`src/clkctl_pkg.sv`:
```
package clkctl_pkg;
    // Register map, byte offsets on the 2-bit register port
    localparam logic [1:0] ADDR_SRC_SEL = 2'h0;
    localparam logic [1:0] ADDR_SRC_CFG = 2'h1;
    localparam logic [1:0] ADDR_OSC_STA = 2'h2;
    localparam logic [1:0] ADDR_DIV_CTL = 2'h3;
    // clock_source_select fields
    localparam int RC_SUT_LSB = 6;
    localparam int EXT_SUT_LSB = 4;
    localparam int RC_EN_BIT = 3;
    localparam int EXT_EN_BIT = 2;
    localparam int CPU_SEL_BIT = 0;
    // clock_source_config fields
    localparam int RC_CFG_LSB = 4;
    localparam int EXT_CFG_LSB = 0;
    // oscillator_running_status fields
    localparam int RC_RUN_BIT = 1;
    localparam int EXT_RUN_BIT = 0;
    // system_clock_divider_control fields
    localparam int DIV_CE_BIT = 7;
    localparam int DIV_SEL_LSB = 0;
    localparam logic [7:0] DIV_CE_ARM = 8'h80;
    // Reset and fuse-derived values
    localparam logic [3:0] RC_CFG_RESET = 4'h2;
    localparam logic [3:0] DIV_SEL_DIV8 = 4'h3;
    localparam logic [3:0] DIV_SEL_DIV1 = 4'h0;
    localparam logic [3:0] DIV_SEL_MAX = 4'h8;
    // Timing
    localparam logic [2:0] CE_WINDOW = 3'h4;
    localparam logic [2:0] STRAP_WAIT = 3'h5;
    localparam int CLK_PERIOD_PS = 4000;
    localparam int STOP_TIME_NS = 1000;
    localparam int STOP_CYCLES = (STOP_TIME_NS * 1000) / CLK_PERIOD_PS;
    localparam logic [3:0] START_EDGES = 4'h6;
    typedef enum {MUX_RUN, MUX_DRAIN, MUX_ARM} mux_state_e;
endpackage

```
`src/clock_switch_and_prescaler.sv`:
```
// Added by the designer: the plain strobed port and the register addresses.
`timescale 1ns/1ps
module clock_switch_and_prescaler #(
    parameter int START_EDGE_COUNT = 6
) (
    input wire logic MCLK_I,
    input wire logic RST_N_I,
    input wire logic [1:0] ADDR_I,
    input wire logic [7:0] WDATA_I,
    input wire logic WR_I,
    input wire logic RD_I,
    output logic [7:0] RDATA_O,
    input wire logic [3:0] FUSE_CLOCK_SELECT_FUSES_I,
    input wire logic [1:0] FUSE_SUT_I,
    input wire logic FUSE_DIVIDE_BY_EIGHT_FUSE_I,
    input wire logic FUSE_CLOCK_OUTPUT_FUSE_I,
    input wire logic RC_CLK_I,
    input wire logic EXT_CLK_I,
    input wire logic GPIO_OUT_I,
    input wire logic GPIO_OE_I,
    output logic RC_EN_O,
    output logic EXT_EN_O,
    output logic [1:0] RC_SUT_O,
    output logic [1:0] EXT_SUT_O,
    output logic [3:0] RC_CLOCK_SELECT_FUSES_O,
    output logic [3:0] EXT_CLOCK_SELECT_FUSES_O,
    output logic SYS_CLK_O,
    output logic CLOCK_OUTPUT_PIN_O,
    output logic CLOCK_OUTPUT_PIN_OE_O
);
    import clkctl_pkg::*;

    // Pin synchronisers; no reset so the clock output path works in reset
    logic [9:0] sync0;
    logic [9:0] sync1;
    logic [9:0] sync2;
    logic [9:0] filt;
    wire [9:0] pins = {FUSE_CLOCK_OUTPUT_FUSE_I, FUSE_DIVIDE_BY_EIGHT_FUSE_I, FUSE_SUT_I, FUSE_CLOCK_SELECT_FUSES_I,
                       EXT_CLK_I, RC_CLK_I};
    always_ff @(posedge MCLK_I) begin
        sync0 <= pins;
        sync1 <= sync0;
        sync2 <= sync1;
        filt <= (sync1 & sync2) | (filt & (sync1 | sync2));
    end
    wire [1:0] osc_f = filt[1:0];
    wire [3:0] fuse_clock_select_fuses = filt[5:2];
    wire [1:0] fuse_sut = filt[7:6];
    wire fuse_div8 = filt[8];
    wire fuse_clock_output_fuse = filt[9];
    wire fuse_ext = (fuse_clock_select_fuses != RC_CFG_RESET);

    // Fuses caught once the synchroniser has settled after release
    logic [2:0] strap_cnt;
    logic loaded;
    wire fuse_load = (strap_cnt == STRAP_WAIT - 3'h1) && !loaded;
    always_ff @(posedge MCLK_I or negedge RST_N_I) begin
        if (!RST_N_I) begin
            strap_cnt <= 3'h0;
            loaded <= 1'b0;
        end else begin
            if (!loaded)
                strap_cnt <= strap_cnt + 3'h1;
            if (fuse_load)
                loaded <= 1'b1;
        end
    end

    // Register decode
    wire wr_sel = WR_I && loaded && (ADDR_I == ADDR_SRC_SEL);
    wire wr_cfg = WR_I && loaded && (ADDR_I == ADDR_SRC_CFG);
    wire wr_div = WR_I && loaded && (ADDR_I == ADDR_DIV_CTL);

    logic [1:0] rc_sut;
    logic [1:0] ext_sut;
    logic rc_en;
    logic ext_en;
    logic cpu_sel;
    logic [3:0] rc_cfg;
    logic [3:0] ext_cfg;
    logic [3:0] div_sel;
    logic div_ce;
    logic [2:0] ce_cnt;

    always_ff @(posedge MCLK_I or negedge RST_N_I) begin
        if (!RST_N_I) begin
            rc_sut <= 2'h0;
            ext_sut <= 2'h0;
            rc_en <= 1'b1;
            ext_en <= 1'b0;
            cpu_sel <= 1'b0;
            rc_cfg <= RC_CFG_RESET;
            ext_cfg <= 4'h0;
        end else if (fuse_load) begin
            if (!fuse_ext)
                rc_sut <= fuse_sut;
            if (fuse_ext)
                ext_sut <= fuse_sut;
            if (fuse_ext)
                ext_cfg <= fuse_clock_select_fuses;
            cpu_sel <= fuse_ext;
            rc_en <= !fuse_ext;
            ext_en <= fuse_ext;
        end else begin
            if (wr_sel) begin
                ext_sut <= WDATA_I[EXT_SUT_LSB +: 2];
                rc_en <= WDATA_I[RC_EN_BIT];
                ext_en <= WDATA_I[EXT_EN_BIT];
                cpu_sel <= WDATA_I[CPU_SEL_BIT];
            end
            if (wr_cfg) begin
                // Stored as written; firmware keeps it at reset value
                rc_cfg <= WDATA_I[RC_CFG_LSB +: 4];
                ext_cfg <= WDATA_I[EXT_CFG_LSB +: 4];
            end
        end
    end

    // Divider protection
    wire ce_arm = wr_div && (WDATA_I == DIV_CE_ARM) && !div_ce;
    wire ps_wr = wr_div && !WDATA_I[DIV_CE_BIT] && div_ce;
    wire ps_legal = (WDATA_I[DIV_SEL_LSB +: 4] <= DIV_SEL_MAX);

    always_ff @(posedge MCLK_I or negedge RST_N_I) begin
        if (!RST_N_I) begin
            div_sel <= DIV_SEL_DIV8;
            div_ce <= 1'b0;
            ce_cnt <= 3'h0;
        end else if (fuse_load) begin
            div_sel <= fuse_div8 ? DIV_SEL_DIV8 : DIV_SEL_DIV1;
        end else begin
            // Arm only with other bits zero; rewrite ignored
            if (ce_arm) begin
                div_ce <= 1'b1;
                ce_cnt <= CE_WINDOW;
            end else if (ps_wr || (div_ce && ce_cnt == 3'h1)) begin
                div_ce <= 1'b0;
                ce_cnt <= 3'h0;
            end else if (div_ce) begin
                ce_cnt <= ce_cnt - 3'h1;
            end
            // Second write takes the select; reserved codes dropped
            if (ps_wr && ps_legal)
                div_sel <= WDATA_I[DIV_SEL_LSB +: 4];
        end
    end

    // Oscillator activity monitors
    logic [1:0] run;
    logic [1:0] osc_prev;
    logic [3:0] edge_cnt [2];
    logic [9:0] idle_cnt [2];
    wire [1:0] osc_en = {ext_en, rc_en};
    genvar g;
    generate
        for (g = 0; g < 2; g++) begin : g_mon
            wire rise = osc_f[g] && !osc_prev[g];
            wire idle = (idle_cnt[g] >= 10'(STOP_CYCLES));
            always_ff @(posedge MCLK_I or negedge RST_N_I) begin
                if (!RST_N_I) begin
                    osc_prev[g] <= 1'b0;
                    edge_cnt[g] <= 4'h0;
                    idle_cnt[g] <= 10'h0;
                    run[g] <= 1'b0;
                end else begin
                    osc_prev[g] <= osc_f[g];
                    if (!osc_en[g] || idle)
                        edge_cnt[g] <= 4'h0;
                    else if (rise && edge_cnt[g] != 4'hf)
                        edge_cnt[g] <= edge_cnt[g] + 4'h1;
                    if (rise)
                        idle_cnt[g] <= 10'h0;
                    else if (!idle)
                        idle_cnt[g] <= idle_cnt[g] + 10'h1;
                    // Same monitor for the external source
                    run[g] <= osc_en[g] && !idle &&
                              (edge_cnt[g] >= 4'(START_EDGE_COUNT));
                end
            end
        end
    endgenerate

    // Glitch-free source switch
    mux_state_e mux_state;
    logic cur;
    logic low_seen;
    wire src_a = cur ? osc_f[1] : osc_f[0];
    wire mux_clk = (mux_state != MUX_ARM) && src_a;
    always_ff @(posedge MCLK_I or negedge RST_N_I) begin
        if (!RST_N_I) begin
            mux_state <= MUX_RUN;
            cur <= 1'b0;
            low_seen <= 1'b0;
        end else begin
            unique case (mux_state)
                MUX_RUN: begin
                    if (cpu_sel != cur)
                        mux_state <= MUX_DRAIN;
                end
                // Leave old source only while it is low
                MUX_DRAIN: begin
                    if (!src_a) begin
                        mux_state <= MUX_ARM;
                        cur <= cpu_sel;
                        low_seen <= 1'b0;
                    end
                end
                // Output held low until a clean rising edge
                MUX_ARM: begin
                    if (!src_a)
                        low_seen <= 1'b1;
                    else if (low_seen)
                        mux_state <= MUX_RUN;
                end
            endcase
        end
    end

    // Prescaler; new ratio applied only at a period boundary
    logic mux_prev;
    logic [3:0] div_act;
    logic [7:0] cnt;
    logic sys;
    wire [8:0] ratio = 9'h1 << div_act;
    wire [7:0] last = 8'(ratio - 9'h1);
    wire [7:0] half = 8'(ratio >> 1);
    wire mux_rise = mux_clk && !mux_prev;
    wire boundary = mux_rise && ((div_act == DIV_SEL_DIV1) || (cnt == last));
    always_ff @(posedge MCLK_I or negedge RST_N_I) begin
        if (!RST_N_I) begin
            mux_prev <= 1'b0;
            div_act <= DIV_SEL_DIV8;
            cnt <= 8'h0;
            sys <= 1'b0;
        end else begin
            mux_prev <= mux_clk;
            // Ratio changes at a full-period boundary only
            // Counter steps on undivided source edges
            if (boundary) begin
                cnt <= 8'h0;
                sys <= 1'b1;
                div_act <= div_sel;
            end else if (div_act == DIV_SEL_DIV1) begin
                sys <= mux_clk;
            end else if (mux_rise) begin
                cnt <= cnt + 8'h1;
                // Divided clock low for second half period
                if (cnt + 8'h1 == half)
                    sys <= 1'b0;
            end
        end
    end

    // Register outputs
    logic [1:0] ext_start_sut;
    wire [7:0] rd_sel = {rc_sut, ext_sut, rc_en, ext_en, 1'b0, cpu_sel};
    wire [7:0] rd_cfg = {rc_cfg, ext_cfg};
    wire [7:0] rd_sta = {6'h0, run[0], run[1]};
    wire [7:0] rd_div = {div_ce, 3'h0, div_sel};
    wire [7:0] rd_mux = (ADDR_I == ADDR_SRC_SEL) ? rd_sel :
                        (ADDR_I == ADDR_SRC_CFG) ? rd_cfg :
                        (ADDR_I == ADDR_OSC_STA) ? rd_sta : rd_div;
    always_ff @(posedge MCLK_I or negedge RST_N_I) begin
        if (!RST_N_I) begin
            RDATA_O <= 8'h00;
            RC_EN_O <= 1'b1;
            EXT_EN_O <= 1'b0;
            ext_start_sut <= 2'h0;
            SYS_CLK_O <= 1'b0;
        end else begin
            RDATA_O <= RD_I ? rd_mux : 8'h00;
            RC_EN_O <= rc_en;
            EXT_EN_O <= ext_en;
            // Start-up field sampled at each external start
            if (ext_en && !EXT_EN_O)
                ext_start_sut <= ext_sut;
            SYS_CLK_O <= sys;
        end
    end
    always_ff @(posedge MCLK_I or negedge RST_N_I) begin
        if (!RST_N_I) begin
            RC_SUT_O <= 2'h0;
            EXT_SUT_O <= 2'h0;
            RC_CLOCK_SELECT_FUSES_O <= RC_CFG_RESET;
            EXT_CLOCK_SELECT_FUSES_O <= 4'h0;
        end else begin
            RC_SUT_O <= rc_sut;
            EXT_SUT_O <= ext_start_sut;
            RC_CLOCK_SELECT_FUSES_O <= rc_cfg;
            EXT_CLOCK_SELECT_FUSES_O <= ext_cfg;
        end
    end

    // Clock output pin; unreset so the fuse-chosen source shows during reset
    wire in_rst = !RST_N_I || !loaded;
    wire dflt_src = fuse_ext ? osc_f[1] : osc_f[0];
    always_ff @(posedge MCLK_I) begin
        CLOCK_OUTPUT_PIN_O <= fuse_clock_output_fuse ? (in_rst ? dflt_src : sys) : GPIO_OUT_I;
        CLOCK_OUTPUT_PIN_OE_O <= fuse_clock_output_fuse || GPIO_OE_I;
    end

    a_rc_sut_locked: assert property (@(posedge MCLK_I) disable iff (!RST_N_I)
        wr_sel |=> rc_sut == $past(rc_sut))
        else $error("rc start-up field changed by write");
    a_ext_sut_write: assert property (@(posedge MCLK_I) disable iff (!RST_N_I)
        wr_sel && !ext_en && WDATA_I[EXT_EN_BIT] |=>
        ##2 EXT_SUT_O == $past(WDATA_I[EXT_SUT_LSB +: 2], 3))
        else $error("external start-up output wrong");
    a_rc_enable_pin: assert property (@(posedge MCLK_I) disable iff (!RST_N_I)
        wr_sel |=> ##1 RC_EN_O == $past(WDATA_I[RC_EN_BIT], 2))
        else $error("rc enable not driven");
    a_selector_reset: assert property (@(posedge MCLK_I) disable iff (!RST_N_I)
        $rose(loaded) |-> cpu_sel == $past(fuse_ext))
        else $error("selector not loaded from fuses");
    a_status_reserved: assert property (@(posedge MCLK_I) disable iff (!RST_N_I)
        RD_I && ADDR_I == ADDR_OSC_STA |=> RDATA_O[7:2] == 6'h0 && RDATA_O[1] == $past(run[0]))
        else $error("status read wrong");
    a_rc_run_drop: assert property (@(posedge MCLK_I) disable iff (!RST_N_I)
        !rc_en |=> !run[0])
        else $error("rc running with enable low");
    a_clock_output_pin_follow: assert property (@(posedge MCLK_I) disable iff (!RST_N_I)
        fuse_clock_output_fuse && loaded ##1 $stable(fuse_clock_output_fuse) |-> CLOCK_OUTPUT_PIN_O == $past(sys) && CLOCK_OUTPUT_PIN_OE_O)
        else $error("clock output not divided clock");
    a_ce_window: assert property (@(posedge MCLK_I) disable iff (!RST_N_I)
        $rose(div_ce) |-> ##4 !div_ce)
        else $error("change enable window not four cycles");
    a_select_write: assert property (@(posedge MCLK_I) disable iff (!RST_N_I)
        wr_div && !div_ce |=> div_sel == $past(div_sel))
        else $error("select changed without arming");
    a_select_range: assert property (@(posedge MCLK_I) disable iff (!RST_N_I)
        div_act <= DIV_SEL_MAX && div_sel <= DIV_SEL_MAX)
        else $error("reserved division code active");
    a_select_reset: assert property (@(posedge MCLK_I) disable iff (!RST_N_I)
        $rose(loaded) |-> div_sel == ($past(fuse_div8) ? DIV_SEL_DIV8 : DIV_SEL_DIV1))
        else $error("select reset value wrong");
    a_switch_low: assert property (@(posedge MCLK_I) disable iff (!RST_N_I)
        mux_state == MUX_DRAIN && !src_a |=> !mux_clk [*1] ##0 mux_state == MUX_ARM)
        else $error("switch did not hold clock low");
endmodule

```
`config.mk`:
```
export PLATFORM = sky130hd
export DESIGN_NAME = clock_switch_and_prescaler
export DESIGN_NICKNAME = d
export VERILOG_FILES = /design/src/clkctl_pkg.sv /design/src/clock_switch_and_prescaler.sv
export SDC_FILE = /design/constraint.sdc
export NUM_CORES = 1
export LEC_CHECK = 0
export ABC_AREA = 1
export BUFFER_PORTS_ARGS = -buffer_cell sky130_fd_sc_hd__buf_2
export CORE_MARGIN = 1
export CORE_UTILIZATION = 59
export DETAILED_ROUTE_END_ITERATION = 7
export HOLD_SLACK_MARGIN = 0.1
export MAX_ROUTING_LAYER = met4
export PLACE_DENSITY = 0.79
export SLEW_MARGIN = 25
export SYNTH_ARGS = -nofsm -noshare
export SYNTH_HDL_FRONTEND = slang
export SYNTH_SLANG_ARGS = --single-unit
export TNS_END_PERCENT = 30
```
`constraint.sdc`:
```
create_clock -name MCLK_I -period 2.8 [get_ports MCLK_I]
set_input_delay 0.56 -clock MCLK_I [delete_from_list [all_inputs] [get_ports MCLK_I]]
set_output_delay 0.56 -clock MCLK_I [all_outputs]
set_load 0.02 [all_outputs]
```
==> flow_summary_export.csv <==
group,metric,value,unit
die,initial_core_util,0.616,
critical_path,start_kind,"flip-flop",
critical_path,worstPathRequired,3.26,ns
final_layout,drive_above_1_share,0.156,
yosys,synth_edf_count,0,
final_layout,ff_latch_area,0.00340,sq mm
clocking,htreeDepth,4,
timing,fin_tns_setup,0,ns
clocking,numCtsBuffers,17,
place,gp_congestion,0.906,
die,num_io_pins,51,
critical_path,cp-startpoint,"div_act[3]",
clocking,cts.path.max_buffers,2,
place,placed_area,0.00655,sq mm
timing,hold_viol,0,
detailed_routing,drc,0,
die,dieArea,0.0108,sq mm
critical_path,critPathKind,"reg -> reg",
clocking,postCtsSetupRepairBufs,0,
yosys,syn-num-nets,722,
detailed_routing,viasPerCell,5.39,
grt,grt_use_total,0.272,
yosys,async_flop_share,0.708,
yosys,ys.flop_type,"dfrtp_1",
yosys,synth.area.top_cells,"dfrtp_1 39%, dfxtp_1 14%, nand2_1 9.5%",
final_layout,fin_cells,895,
status,status,"finished, final reports clean",
final_layout,fillCellCount,709,
yosys,synth_area_leader_cell,"dfrtp_1",
clocking,cts.sinks,144,
timing,max_freq,0.448,GHz
critical_path,rrSetupSlack,0.57,ns
place,post-dp-hpwl,9.07,mm
grt,grt_antenna_before_repair,0,
clocking,tritoncts,"built",
grt,grt_pass1_vias,4870,
detailed_routing,routed_wl,13.2,mm
yosys,synth_top_area_frac,0.385,
clocking,clk_pin_slew,0.06,ns
final_layout,final_nets,792,
clocking,cts.repair.resized,0,
die,dieHeight,104,um
power_and_ir_drop,power_leakage,3.49,nW
timing,rsz0062_at_grt,"no",
place,numPortBuffers,50,
power_and_ir_drop,p_per_area,930,mW/mm^2
critical_path,endpoint_kind,"flip-flop",
run,max-cap-violations,0,
timing,layout_min_cycle_time,2.23,ns
yosys,syn_area,0.00610,sq mm
timing,fin_hold_ws,0.0731,ns
timing,finalSetupViolCount,0,
clocking,clk_latency,0.54,ns
die,coreArea,0.00991,sq mm
timing,post-route-period-util,0.797,
timing,tightest_slew,0.617,ns
final_layout,multi_input_area,0.00232,sq mm
power_and_ir_drop,ir_drop,0.677,mV
critical_path,r2r_end,"div_act[0]",
critical_path,path_max_fanout,8,
critical_path,reg2reg_depth,16,
power_and_ir_drop,finalPower,6.63,mW
clocking,cts-root-buf,"clkbuf_8",
die,die_x,104,um
yosys,ys_ff_latch,144,
grt,grt_max_degree,103,
grt,grt_pass1_wl,22.4,mm
detailed_routing,wl_per_cell,14.8,um
yosys,yosysSeqAreaShare,0.557,
yosys,syn_inst,679,
grt,overflow,0,
worst_hold_path,hold_class,"in -> async",
detailed_routing,initialDrtViolationCount,321,
clocking,hold_buffers,0,
yosys,yosys_warnings,0,
timing,finClkSkew,0.0132,ns
die,fp-row-count,36,
critical_path,arrival,2.69,ns
timing,drv_slew,0,
yosys,syn_area_per_cell,8.99,sq um
critical_path,reg2reg_from,"div_act[3]",
detailed_routing,drt-pass1-iter-count,5,
timing,relSlewSlack,0.587,
final_layout,stdcell_area,0.00713,sq mm
final_layout,antenna_cells,0,
place,place_inst,862,
yosys,synth_cell_types,38,
detailed_routing,vias,4828,
detailed_routing,drtAntennaViolNets,0,
final_layout,syn_to_final_growth,16.7,%
## stage by stage
step	setup slack [ns]	utilization
finish	0.567	0.719
floorplan	0.521	-
global placement	0.626	0.661
detailed placement	0.577	0.661
CTS	0.572	0.718
global route	0.281	0.719
## layout by cell type, fill, tap and decap left out, types with 2 or more instances in the layout
master,count
nand2_1,155
dfrtp_1,94
inv_1,93
nor2_1,52
buf_2,49
o21ai_0,44
dfxtp_1,42
nand3_1,36
a21oi_1,19
ha_1,17
clkbuf_16,16
nor3_1,15
xor2_1,15
nand4_1,11
maj3_1,10
dfstp_2,8
or2_2,7
nor2_2,6
o211ai_1,5
nor4_1,5
o31ai_1,5
xnor2_1,5
a22oi_1,5
inv_6,5
a31oi_1,4
inv_2,3
nand2_2,3
mux2_2,3
clkinv_2,3
buf_4,3
clkinv_1,2
nand2_4,2
a21boi_0,2
bufinv_16,2
## routing by layer
| layer | global-route usage | wire length (um) | vias up |
|---|---|---|---|
| met3 | 0.0573 | 654 | 33 |
| li1 | - | - | 2328 |
| met1 | 0.330 | 5640 | 2287 |
| met4 | 0.137 | 356 | 0 |
| met5 | - | 0 | - |
| met2 | 0.435 | 6580 | 180 |
## cells in the mapped netlist, drive strengths merged (3+ instances only)
cell type / number
a21oi: 19
a22oi: 5
a31oi: 4
dfrtp: 94
dfstp: 8
dfxtp: 42
ha: 17
inv: 96
maj3: 10
mux2: 3
nand2: 160
nand3: 37
nand4: 11
nor2: 59
nor3: 15
nor4: 5
o211ai: 5
o21ai: 46
o31ai: 5
or2: 7
xnor2: 5
xor2: 15
## worst max path at each step
stage,endpoint,slack [ns],cells past startpoint
floorplan,div_act[2],0.52,16
global placement,div_act[2],0.63,16
detailed placement,div_act[0],0.58,16
CTS,div_act[0],0.57,16
global route,div_act[2],0.28,16
finish,div_act[0],0.57,16
## cells by family (layout without fill, tap and decap cells)
group	count (synthesis)	count (layout)	synth area share
DFF	144	144	0.557
xor gates and xnor gates	20	20	0.0287
muxes	3	3	0.00553
adders and majority gates	27	27	0.0512
AOI/OAI and AO/OA	90	90	0.0844
and+or+nand+nor	294	294	0.210
buffers and inverters	101	184	0.0623
## critical path, stage by stage, from the launching register on
cell	delay, ns
dfrtp_1	0.43
nor2_2	0.25
nand2_1	0.13
ha_1	0.31
inv_1	0.04
nand2_1	0.05
nand2_1	0.04
nor2_1	0.07
nand2_1	0.05
nor2_1	0.08
nand2_1	0.06
nor2_2	0.12
nand3_4	0.15
nand2_4	0.14
nand2_4	0.06
nand2_1	0.09
nand2_1	0.07
## layout make-up
class                           count  area share
Tap cell                          133      0.0233
Multi-Input combinational cell    434       0.326
Inverter                           98      0.0516
Timing Repair Buffer               54      0.0418
Sequential cell                   144       0.478
Clock inverter                     14      0.0214
Clock buffer                       18      0.0586
## registers in the layout (all words and copies together) (netlist names), 3 cells and up
register,flops
sync1,10
RDATA_O,8
sync2,10
div_sel,4
RC_CLOCK_SELECT_FUSES_O,4
strap_cnt,3
sync0,10
ext_cfg,4
cnt,8
edge_cnt,8
ce_cnt,3
idle_cnt,20
rc_cfg,4
filt,10
EXT_CLOCK_SELECT_FUSES_O,4
div_act,4
## power by group
part / leakage [nW] / internal [mW] / switching (mW)
Sequential: 1.65 / 2.44 / 0.305
Clock: 0.283 / 1.28 / 0.891
Combinational: 1.56 / 0.595 / 1.11
Total: 3.49 / 4.32 / 2.31
Note: power is estimated with default switching activity, not from simulation.
